File: src/design/acg_pkg.sv
/*
 * constants, field layout and carrier types for the adc configuration
 * register group. assumes nothing beyond a systemverilog compiler.
 */
package acg_pkg;
    // register offsets
    localparam logic [7:0] ADDR_STATUS = 8'h00;
    localparam logic [7:0] ADDR_GENERAL = 8'h01;
    localparam logic [7:0] ADDR_OUT_FMT = 8'h02;
    localparam logic [7:0] ADDR_AVG = 8'h03;
    localparam logic [7:0] ADDR_OPMODE = 8'h04;
    localparam logic [7:0] ADDR_CHAN_FUNC = 8'h05;
    localparam logic [7:0] ADDR_PIN_DIR = 8'h07;
    // writable bits per register, reserved bits masked off
    localparam logic [7:0] OUT_FMT_MASK = 8'hb3;
    localparam logic [7:0] AVG_MASK = 8'h07;
    // reset values
    localparam logic [7:0] OUT_FMT_RESET = 8'h00;
    localparam logic [7:0] AVG_RESET = 8'h00;
    localparam logic [7:0] OPMODE_RESET = 8'h00;
    localparam logic [7:0] CHAN_FUNC_RESET = 8'h00;
    localparam logic [7:0] PIN_DIR_RESET = 8'h00;
    // field positions
    localparam int FP_BIT = 7;
    localparam int APP_LSB = 4;
    localparam int SCM_LSB = 0;
    localparam int RATIO_LSB = 0;
    localparam int STOP_BIT = 7;
    localparam int MODE_LSB = 5;
    localparam int OSC_BIT = 4;
    localparam int DIV_LSB = 0;
    localparam int CRCERR_BIT = 1;
    localparam int CRCEN_BIT = 6;
    // data formatting
    localparam logic [11:0] FIXED_CODE = 12'ha5a;
    localparam logic [1:0] APP_NONE = 2'h0;
    localparam logic [1:0] APP_CHAN = 2'h1;
    localparam logic [1:0] APP_STAT = 2'h2;
    // conversion trigger modes
    localparam logic [1:0] MODE_MANUAL = 2'h0;
    localparam logic [1:0] MODE_AUTO = 2'h1;
    // sample time base per oscillator, in clk cycles per divider step
    localparam logic [8:0] HS_PRESCALE = 9'h001;
    localparam logic [8:0] LP_PRESCALE = 9'h010;

    typedef struct packed {
        logic fixed_pattern_enable;
        logic [1:0] append_sel;
        logic [1:0] serial_clock_mode;
        logic [2:0] oversampling_ratio;
        logic stop_on_crc_error;
        logic [1:0] conversion_mode;
        logic oscillator_select;
        logic [3:0] clk_div;
        logic [7:0] chan_func;
        logic [7:0] pin_dir;
    } acg_cfg_t;

    typedef struct packed {
        logic [11:0] data;
        logic [3:0] chan;
        logic [3:0] status;
    } acg_conv_t;

    // number of samples averaged for an oversampling code
    function automatic logic [7:0] acg_avg_count(input logic [2:0] ratio);
        acg_avg_count = 8'h01 << ratio;
    endfunction : acg_avg_count
endpackage : acg_pkg

File: src/design/acg_result_fmt.sv
/*
 * output word formatter: fixed pattern substitution and tail nibble.
 * assumes conversion results arrive on clk as single-cycle strobes.
 */
`timescale 1ns/1ps
`default_nettype none
module acg_result_fmt (
    // clock and reset
    input wire logic clk,
    input wire logic srst,
    // configuration and result in
    input wire acg_pkg::acg_cfg_t cfg,
    input wire logic conv_valid,
    input wire acg_pkg::acg_conv_t conv,
    // formatted word out
    output logic [15:0] out_word,
    output logic out_tail_valid,
    output logic out_valid
);
    wire logic [11:0] body;
    wire logic [3:0] tail;
    wire logic has_tail;

    // reserved append code falls back to no tail
    assign body = cfg.fixed_pattern_enable ? acg_pkg::FIXED_CODE : conv.data;
    assign has_tail = (cfg.append_sel == acg_pkg::APP_CHAN) ||
                      (cfg.append_sel == acg_pkg::APP_STAT);
    assign tail = (cfg.append_sel == acg_pkg::APP_CHAN) ? conv.chan :
                  (cfg.append_sel == acg_pkg::APP_STAT) ? conv.status : 4'h0;

    always_ff @(posedge clk) begin
        if (srst) begin
            out_word <= 16'h0000;
            out_tail_valid <= 1'b0;
            out_valid <= 1'b0;
        end else begin
            out_valid <= conv_valid;
            if (conv_valid) begin
                out_word <= {body, tail};
                out_tail_valid <= has_tail;
            end
        end
    end
endmodule : acg_result_fmt
`default_nettype wire

File: src/design/acg_mode_ctrl.sv
/*
 * conversion trigger, autonomous sample timer and pin override.
 * assumes the crc error flag and host trigger are on clk already.
 */
`timescale 1ns/1ps
`default_nettype none
module acg_mode_ctrl (
    // clock and reset
    input wire logic clk,
    input wire logic srst,
    // configuration and status
    input wire acg_pkg::acg_cfg_t cfg,
    input wire logic crc_flag,
    input wire logic host_conv_req,
    // control out
    output logic conv_start,
    output logic seq_active,
    output logic [7:0] gpio_sel,
    output logic [7:0] gpio_dir_out
);
    typedef enum logic [2:0] {
        ST_IDLE = 3'b001,
        ST_RUN = 3'b010,
        ST_PAUSE = 3'b100
    } acg_seq_t;

    acg_seq_t st;
    acg_seq_t next_st;
    logic [8:0] cnt;
    wire logic halt;
    wire logic auto_mode;
    wire logic [8:0] prescale;
    wire logic [8:0] period;
    wire logic tick;

    // halt only when stop-on-error is armed; otherwise the flag is ignored
    assign halt = cfg.stop_on_crc_error & crc_flag;
    assign auto_mode = cfg.conversion_mode == acg_pkg::MODE_AUTO;
    assign prescale = cfg.oscillator_select ? acg_pkg::LP_PRESCALE
                                            : acg_pkg::HS_PRESCALE;
    assign period = 9'(prescale * (9'(cfg.clk_div) + 9'h001));
    assign tick = (st == ST_RUN) && (cnt >= period - 9'h001);

    // sequencer state; reserved mode codes park it in idle
    always_comb begin
        case (st)
            ST_IDLE: next_st = !auto_mode ? ST_IDLE : (halt ? ST_PAUSE : ST_RUN);
            ST_RUN: next_st = !auto_mode ? ST_IDLE : (halt ? ST_PAUSE : ST_RUN);
            ST_PAUSE: next_st = !auto_mode ? ST_IDLE : (halt ? ST_PAUSE : ST_RUN);
            default: next_st = ST_IDLE;
        endcase
    end

    always_ff @(posedge clk) begin
        if (srst) begin
            st <= ST_IDLE;
            cnt <= 9'h000;
            conv_start <= 1'b0;
            seq_active <= 1'b0;
            gpio_sel <= 8'h00;
            gpio_dir_out <= 8'h00;
        end else begin
            st <= next_st;
            cnt <= (st != ST_RUN || tick) ? 9'h000 : cnt + 9'h001;
            conv_start <= auto_mode ? tick : (cfg.conversion_mode == acg_pkg::MODE_MANUAL
                                              && host_conv_req);
            seq_active <= next_st == ST_RUN;
            // stored config is untouched, so clearing the flag restores it
            gpio_sel <= halt ? 8'h00 : cfg.chan_func;
            gpio_dir_out <= halt ? 8'h00 : cfg.chan_func & cfg.pin_dir;
        end
    end
endmodule : acg_mode_ctrl
`default_nettype wire

File: src/design/acg_config_regs.sv
/*
 * adc configuration register group: register port, crc error flag,
 * output format, averaging, operating mode and pin function registers.
 * assumes the spi frame decoder and crc checker run on clk and present
 * single-cycle register strobes and error pulses.
 */
`timescale 1ns/1ps
`default_nettype none
// Function
// - fixed pattern replaces every conversion result
// - append selector picks none, channel, status
// - reserved bits always read back zero
// - two-bit serial clock polarity/phase mode
// - oversampling code sets averaged sample count
// - stop bit clear: crc error ignored
// - stop bit set: force analog, pause
// - conversion mode selects manual or autonomous
// - oscillator bit picks fast or low-power
// - divider sets autonomous sampling rate
// - channel function bit: analog or gpio
// - direction bit: digital input or output
// - config registers reset to zero
// - crc flag blocks writes except 0x00/0x01
// - crc enable gates the crc error flag
module acg_config_regs (
    // clock and reset
    input wire logic clk,
    input wire logic srst,
    // register port from the serial frame decoder
    input wire logic reg_wr_en,
    input wire logic reg_rd_en,
    input wire logic [7:0] reg_addr,
    input wire logic [7:0] reg_wdata,
    output logic [7:0] reg_rdata,
    output logic reg_rd_valid,
    output logic reg_wr_blocked,
    // crc checker
    input wire logic crc_err_det,
    output logic crc_enable,
    output logic input_crc_error_flag,
    // conversion results and host trigger
    input wire logic host_conv_req,
    input wire logic conv_valid,
    input wire acg_pkg::acg_conv_t conv,
    output logic [15:0] out_word,
    output logic out_tail_valid,
    output logic out_valid,
    // configuration towards the converter and interface
    output logic [1:0] serial_clock_mode,
    output logic [2:0] oversampling_ratio,
    output logic [7:0] avg_samples,
    output logic oscillator_select,
    output logic conv_start,
    output logic seq_active,
    output logic [7:0] gpio_sel,
    output logic [7:0] gpio_dir_out
);
    logic [7:0] output_format_config;
    logic [7:0] averaging_config;
    logic [7:0] operating_mode_config;
    logic [7:0] channel_function_select;
    logic [7:0] digital_pin_direction;
    acg_pkg::acg_cfg_t cfg;
    wire logic hit_status;
    wire logic hit_general;
    wire logic wr_ok;
    wire logic flag_clr;
    wire logic flag_set;
    wire logic [7:0] rd_mux;
    wire logic [7:0] status_rd;
    wire logic [7:0] general_rd;

    // address decode
    assign hit_status = reg_addr == acg_pkg::ADDR_STATUS;
    assign hit_general = reg_addr == acg_pkg::ADDR_GENERAL;
    // while the flag stands only status and general may be written
    assign wr_ok = reg_wr_en && (!input_crc_error_flag || hit_status
                                 || hit_general);
    assign flag_clr = wr_ok && hit_status && reg_wdata[acg_pkg::CRCERR_BIT];
    // a new error while crc is off is not a fault of this interface
    assign flag_set = crc_err_det && crc_enable;

    // status and general views hold only the bits this block owns
    assign status_rd = 8'(input_crc_error_flag) << acg_pkg::CRCERR_BIT;
    assign general_rd = 8'(crc_enable) << acg_pkg::CRCEN_BIT;

    // read selection; unmapped offsets read zero
    assign rd_mux = hit_status ? status_rd :
                    hit_general ? general_rd :
                    reg_addr == acg_pkg::ADDR_OUT_FMT ? output_format_config :
                    reg_addr == acg_pkg::ADDR_AVG ? averaging_config :
                    reg_addr == acg_pkg::ADDR_OPMODE ? operating_mode_config :
                    reg_addr == acg_pkg::ADDR_CHAN_FUNC ? channel_function_select :
                    reg_addr == acg_pkg::ADDR_PIN_DIR ? digital_pin_direction :
                    8'h00;

    // field view of the stored registers
    assign cfg.fixed_pattern_enable = output_format_config[acg_pkg::FP_BIT];
    assign cfg.append_sel = output_format_config[acg_pkg::APP_LSB +: 2];
    assign cfg.serial_clock_mode = output_format_config[acg_pkg::SCM_LSB +: 2];
    assign cfg.oversampling_ratio = averaging_config[acg_pkg::RATIO_LSB +: 3];
    assign cfg.stop_on_crc_error = operating_mode_config[acg_pkg::STOP_BIT];
    assign cfg.conversion_mode = operating_mode_config[acg_pkg::MODE_LSB +: 2];
    assign cfg.oscillator_select = operating_mode_config[acg_pkg::OSC_BIT];
    assign cfg.clk_div = operating_mode_config[acg_pkg::DIV_LSB +: 4];
    assign cfg.chan_func = channel_function_select;
    assign cfg.pin_dir = digital_pin_direction;

    // writable registers; reserved bits are masked so they never store
    always_ff @(posedge clk) begin
        if (srst) begin
            output_format_config <= acg_pkg::OUT_FMT_RESET;
            averaging_config <= acg_pkg::AVG_RESET;
            operating_mode_config <= acg_pkg::OPMODE_RESET;
            channel_function_select <= acg_pkg::CHAN_FUNC_RESET;
            digital_pin_direction <= acg_pkg::PIN_DIR_RESET;
        end else if (wr_ok) begin
            case (reg_addr)
                acg_pkg::ADDR_OUT_FMT:
                    output_format_config <= reg_wdata & acg_pkg::OUT_FMT_MASK;
                acg_pkg::ADDR_AVG: averaging_config <= reg_wdata & acg_pkg::AVG_MASK;
                acg_pkg::ADDR_OPMODE: operating_mode_config <= reg_wdata;
                acg_pkg::ADDR_CHAN_FUNC: channel_function_select <= reg_wdata;
                acg_pkg::ADDR_PIN_DIR: digital_pin_direction <= reg_wdata;
                default: ;
            endcase
        end
    end

    // crc enable and error flag; a set in the clearing cycle wins
    always_ff @(posedge clk) begin
        if (srst) begin
            crc_enable <= 1'b0;
            input_crc_error_flag <= 1'b0;
        end else begin
            if (wr_ok && hit_general) begin
                crc_enable <= reg_wdata[acg_pkg::CRCEN_BIT];
            end
            input_crc_error_flag <= flag_set || (input_crc_error_flag && !flag_clr);
        end
    end

    // read answer and blocked-write pulse, one cycle after the strobe
    always_ff @(posedge clk) begin
        if (srst) begin
            reg_rdata <= 8'h00;
            reg_rd_valid <= 1'b0;
            reg_wr_blocked <= 1'b0;
        end else begin
            reg_rd_valid <= reg_rd_en;
            reg_rdata <= reg_rd_en ? rd_mux : reg_rdata;
            reg_wr_blocked <= reg_wr_en && !wr_ok;
        end
    end

    // registered copies for the converter; averaging count is decoded once
    always_ff @(posedge clk) begin
        if (srst) begin
            serial_clock_mode <= 2'h0;
            oversampling_ratio <= 3'h0;
            avg_samples <= 8'h01;
            oscillator_select <= 1'b0;
        end else begin
            serial_clock_mode <= cfg.serial_clock_mode;
            oversampling_ratio <= cfg.oversampling_ratio;
            avg_samples <= acg_pkg::acg_avg_count(cfg.oversampling_ratio);
            oscillator_select <= cfg.oscillator_select;
        end
    end

    // output word formatting
    acg_result_fmt u_fmt (
        .clk(clk),
        .srst(srst),
        .cfg(cfg),
        .conv_valid(conv_valid),
        .conv(conv),
        .out_word(out_word),
        .out_tail_valid(out_tail_valid),
        .out_valid(out_valid)
    );

    // trigger, sampling timer and pin override
    acg_mode_ctrl u_mode (
        .clk(clk),
        .srst(srst),
        .cfg(cfg),
        .crc_flag(input_crc_error_flag),
        .host_conv_req(host_conv_req),
        .conv_start(conv_start),
        .seq_active(seq_active),
        .gpio_sel(gpio_sel),
        .gpio_dir_out(gpio_dir_out)
    );
endmodule : acg_config_regs
`default_nettype wire

File: config.mk
export PLATFORM = sky130hd
export DESIGN_NAME = acg_config_regs
export DESIGN_NICKNAME = d
export VERILOG_FILES = /design/src/design/acg_pkg.sv /design/src/design/acg_result_fmt.sv /design/src/design/acg_mode_ctrl.sv /design/src/design/acg_config_regs.sv
export SDC_FILE = /design/constraint.sdc
export NUM_CORES = 1
export LEC_CHECK = 0
export BUFFER_PORTS_ARGS = -buffer_cell sky130_fd_sc_hd__buf_2
export CAP_MARGIN = 20
export CORE_MARGIN = 3
export CORE_UTILIZATION = 58
export DETAILED_ROUTE_END_ITERATION = 10
export PLACE_DENSITY = 0.87
export SLEW_MARGIN = 25
export SYNTH_ARGS = -nofsm -noshare
export SYNTH_HDL_FRONTEND = slang
export SYNTH_SLANG_ARGS = --single-unit
File: constraint.sdc
create_clock -name clk -period 5.6 [get_ports clk]
set_clock_uncertainty 0.05 [all_clocks]
set_input_delay 0.84 -clock clk [delete_from_list [all_inputs] [get_ports clk]]
set_output_delay 0.84 -clock clk [all_outputs]
set_load 0.1 [all_outputs]
# Yosys cells after proc, flatten, opt, wreduce, memory -nomap -nowiden
# Index checks and enable logic that the tools add are counted.
# totals
output_inout_bits,62
in_bits,43
wordCells,87
reg_bits,106
# op_classes
n_reduce_logical,27
n_lt_le_gt_ge,1
addsub,3
mul,1
bitwise,2
n_shift,1
mux,15
n_eq_ne,14
# ops
op,count
8-bit 2-to-1 mux,7
"8-bit by 3-bit equality test with 1-bit output, second input constant",3
"8-bit by 2-bit equality test with 1-bit output, second input constant",2
12-bit 2-to-1 mux,1
2-bit AND reduction,5
"9-bit by 1-bit adder with 9-bit output, second input constant",1
9-bit >= comparator,1
1-bit logical AND,9
9-bit by 9-bit multiplier with 9-bit output,1
3-bit 2-to-1 mux,3
"9-bit by 1-bit subtractor with 9-bit output, second input constant",1
8-bit bitwise AND,1
"8-bit by 1-bit equality test with 1-bit output, second input constant",1
8-bit logical NOT,1
4-bit 2-to-1 mux,2
"1-bit by 3-bit left shift with 8-bit output, first input constant",1
"3-bit by 2-bit equality test with 1-bit output, second input constant",2
"4-bit by 1-bit adder with 5-bit output, second input constant",1
1-bit logical OR,5
5-bit 2-to-1 mux,1
"2-bit by 1-bit equality test with 1-bit output, second input constant",2
2-bit OR reduction,2
"3-bit by 1-bit equality test with 1-bit output, second input constant",1
"3-bit equality test, second input constant",1
other kinds (7),9

# Depth between registers and ports, before layout
# depth
word_depth,9
mapped_depth,18
mapped_depth_nobuf,18

# Cells and area by module
# Synthesis repeated with hierarchy kept, for this count alone.
# unflattened
hier_cells,507
hier_area_um2,4894.7
# modules_own_cells
module,cells_each,seq_area_each_um2,area_each_um2,n_inst
acg_config_regs,247,1161.1,2436.1,1
acg_mode_ctrl,176,600.6,1645.3,1
acg_result_fmt,84,360.3,813.3,1

# Worst setup path after synthesis
# No wires, ideal clock.
# synth_path
path_type,flip-flop to flip-flop
from,register operating_mode_config[1]
to,register u_mode.cnt[2]
arrival_time_ps,3450
path_stages_with_launch,19
n_path_buf,0
setup_slack_ps,2033
required_time_ps,5483
path_cell_list,dfxtp_1 -> ha_1 -> xor2_1 -> nand2b_1 -> ha_1 -> ha_1 -> inv_1 -> fa_1 -> inv_1 -> a21oi_1 -> o21ai_0 -> xor2_1 -> xnor2_1 -> ha_1 -> a211oi_1 -> o21ai_0 -> a21oi_1 -> o2111ai_2 -> nor2_1
# synth_between
elab_chain_len,7
# synth_lines
element,line,source
start: declaration,acg_config_regs.sv:60,logic [7:0] operating_mode_config;
start signal: assignment,acg_config_regs.sv:114,operating_mode_config <= acg_pkg::OPMODE_RESET;
start signal: assignment,acg_config_regs.sv:122,acg_pkg::ADDR_OPMODE: operating_mode_config <= reg_wdata;
4-bit by 1-bit adder with 5-bit output,acg_mode_ctrl.sv:41,assign period = 9'(prescale * (9'(cfg.clk_div) + 9'h001));
9-bit by 9-bit multiplier with 9-bit output,acg_mode_ctrl.sv:41,
9-bit by 1-bit subtractor with 9-bit output,acg_mode_ctrl.sv:42,assign tick = (st == ST_RUN) && (cnt >= period - 9'h001);
9-bit >= comparator,acg_mode_ctrl.sv:42,
1-bit logical AND,acg_mode_ctrl.sv:42,
1-bit logical OR,acg_mode_ctrl.sv:64,cnt <= (st != ST_RUN || tick) ? 9'h000 : cnt + 9'h001;
2-bit OR reduction (no line),-,
end signal: assignment,acg_mode_ctrl.sv:64,
end: declaration,acg_mode_ctrl.sv:29,logic [8:0] cnt;
# No other way between the ends.
# A chain may end at the register's enable or synchronous reset.

# Worst setup path after layout
# layout_path
from,register operating_mode_config[1]
to,register u_mode.cnt[3]
# The elaborated chain is that of the path after synthesis.

==> results.md <==
- Status: finished, final reports clean
- Filler Cell Count: 539
- Antenna Cells: 0
- Yosys reg bits: 106
- Most frequent cells in the layout: 106 x dfxtp_1, 104 x buf_2, 75 x nor2_1, 40 x mux2i_1, 25 x nand2_1
- Wire per inst: 15.7 µm
- CP Launch Type: register
- Die Y: 95.2 µm
- Ys async rst share: 0
- Slew Viols, Final: 0
- First-pass iteration count of the detailed router: 4
- FMAX: 243 MHz
- IO Pins: 105
- Final HPWL DP: 8060 µm
- Via count: 3782
- Worst VDD drop: 0.139 mV
- Num CTS Buffers: 9
- Multi-input logic area: 2310 µm²
- Worst relative slew slack: 0.372
- Placed cells: 670
- Worst slew pin tran: 0.941 ns
- Hold Violations, Final: 0
- Initial antenna violation count: 0
- Cell Area, Synth: 4620 µm²
- Post-route ant nets: 0
- Kind of critical path: register to register
- Vias in the first global route: 3813
- Largest net degree at the start of global routing: 41
- Most common cell after layout, fill and taps aside: dfxtp_1
- Core area: 7490 µm²
- Worst-Skew Late Latency: 0.37 ns
- Final setup violation count: 0
- Fraction of layout cells with a size suffix above 1: 0.221
- GPL Wtd Cong: 0.854
- Placed Instance Area: 5140 µm²
- Die area: 9060 µm²
- Setup TNS: 0 ns
- Synth warnings: 0
- Nets@finish: 650
- Post-DR vias/cell: 5.51
- Initial DRC count: 208
- Final min period: 4.11 ns
- Residual DRC: 0
- Seq/Total Area, Yosys: 0.460
- Post-synth top flop: dfxtp_1
- Final Util: 0.715
- Starting density of the core: 0.617
- Max-cap violation count: 0
- Place WS: 1.54 ns
- Power Dens Cells: 259 nW/µm²
- Hold crit path type: register to register
- CTS Hold Bufs: 0
- CP Max Fanout: 9
- Post-CTS Resized: 0
- # Post-CTS Setup Buffers: 0
- Sink Count: 106
- RSZ-0062 raised after global routing: false
- GR Overflow Total: 0
- First-pass GRT wire length: 17700 µm
- Root Driver: clkbuf_8
- Final wirelength: 10800 µm
- EDFF count, synth: 0
- Synthesized instance count: 489
- TritonCTS clock tree: yes
- CTS max path bufs: 2
- Buffers on Ports: 104
- Die X: 95.2 µm
- Worst Setup End Kind: register
- P&R area growth vs syn: 15.9%
- # H-tree levels: 3
- Synth unique cells: 53
- Required time of the critical path: 5.85 ns
- Non-filler cells, final: 686
- Lkg Pwr: 2.48 nW
- GRT Util Overall: 0.250
- Arrival time worst endpoint: 4.37 ns
- Post-route clock period utilization: 0.735
- Reg area: 2120 µm²
- Rows: 31
- Post-synthesis net count: 557
- Setup ws final: 1.49 ns
- Post-route cell area: 5350 µm²
- Synthesized area per cell: 9.44 µm²
- Worst-path clk slew: 0.09 ns
## power breakdown
part           internal (W)  leakage (nW)  switching, W  total, W
combinational     0.0000309          1.52      0.000105  0.000136
sequential         0.000762         0.858    0.00000424  0.000766
clock              0.000232         0.107      0.000254  0.000486
## worst paths after layout
kind	cells past startpoint	from	slack (ns)	end
worst max-delay path	18	operating_mode_config[1]	1.49	u_mode.cnt[3]
worst min-delay path	1	u_mode.cnt[0]	0.42	u_mode.cnt[0]
worst min register to register	1	u_mode.cnt[0]	0.42	u_mode.cnt[0]
worst max register to register	18	operating_mode_config[1]	1.49	u_mode.cnt[3]
## kinds of logic (layout without fill, tap and decap cells)
kind of cell	Yosys count	after routing	share of synthesized area
AOI/OAI and AO/OA	72	72	0.0981
xor gates and xnor gates	16	16	0.0304
adders and majority gates	25	25	0.0694
buffers and inverters	40	138	0.0404
DFF	106	106	0.460
muxes	43	43	0.0941
and+or+nand+nor	187	187	0.208
## critical path, cell delays in order, from the launching register on
cell and delay, ns:
dfxtp_1 0.46, ha_1 0.28, xor2_1 0.22, nand2b_1 0.11, ha_1 0.29, ha_1 0.17, inv_1 0.06, fa_1 0.40
inv_1 0.07, a21oi_1 0.07, o21ai_0 0.21, xor2_1 0.20, xnor2_1 0.14, ha_1 0.26, a211oi_1 0.27, o21ai_0 0.13
a21oi_1 0.20, o2111ai_2 0.27, nor2_1 0.18
## per-stage QoR
stage	total power (W)	hold slack (ns)
3_3_place_gp	0.000917	0.387
5_1_grt	0.00143	0.456
6_report	0.00139	0.425
2_1_floorplan	0.000884	0.376
3_5_place_dp	0.000919	0.402
4_1_cts	0.00139	0.424
## Yosys cell counts, types with 4 or more instances
master,number,share of area
o211ai_1,4,0.0065
clkbuf_1,14,0.011
nor2_1,75,0.061
a22oi_1,5,0.0081
nand2_1,25,0.020
xnor2_1,5,0.0095
and2_1,12,0.016
a211oi_1,4,0.0065
dfxtp_1,106,0.46
o21ai_1,4,0.0043
nor2b_1,20,0.027
o22ai_1,6,0.0081
and3_1,11,0.015
ha_1,24,0.065
mux2i_1,40,0.087
nor3_1,5,0.0054
o21ai_0,17,0.018
inv_1,17,0.014
xor2_1,11,0.021
nand3_1,11,0.012
nand2b_1,13,0.018
a21oi_1,19,0.021
## final cells by class
type | instances | share of cell area
multi-input combinational | 343 | 0.431
sequential | 106 | 0.397
timing repair buffer | 105 | 0.0987
clock buffer | 12 | 0.0290
tap | 99 | 0.0232
inverter | 17 | 0.0119
clock inverter | 4 | 0.00912
## metal layers
layer | global-route usage | up-vias | wire [µm] | share of wire
met3 | 0.0568 | 19 | 742 | 0.069
met5 | 0 | - | 0 | 0
li1 | - | 1851 | - | -
met2 | 0.447 | 138 | 5420 | 0.50
met1 | 0.289 | 1774 | 4430 | 0.41
met4 | 0.0974 | 0 | 193 | 0.018
## state kept, by name, summed over array words and instances, names as in the netlist, 2 cells and up
signal / count
u_fmt.out_word: 16
u_mode.gpio_dir_out: 8
output_format_config: 5
averaging_config: 3
avg_samples: 8
oversampling_ratio: 3
operating_mode_config: 8
serial_clock_mode: 2
u_mode.gpio_sel: 8
channel_function_select: 8
u_mode.cnt: 9
digital_pin_direction: 8
u_mode.st: 3
reg_rdata: 8
Note: power is estimated with default switching activity, not from simulation.
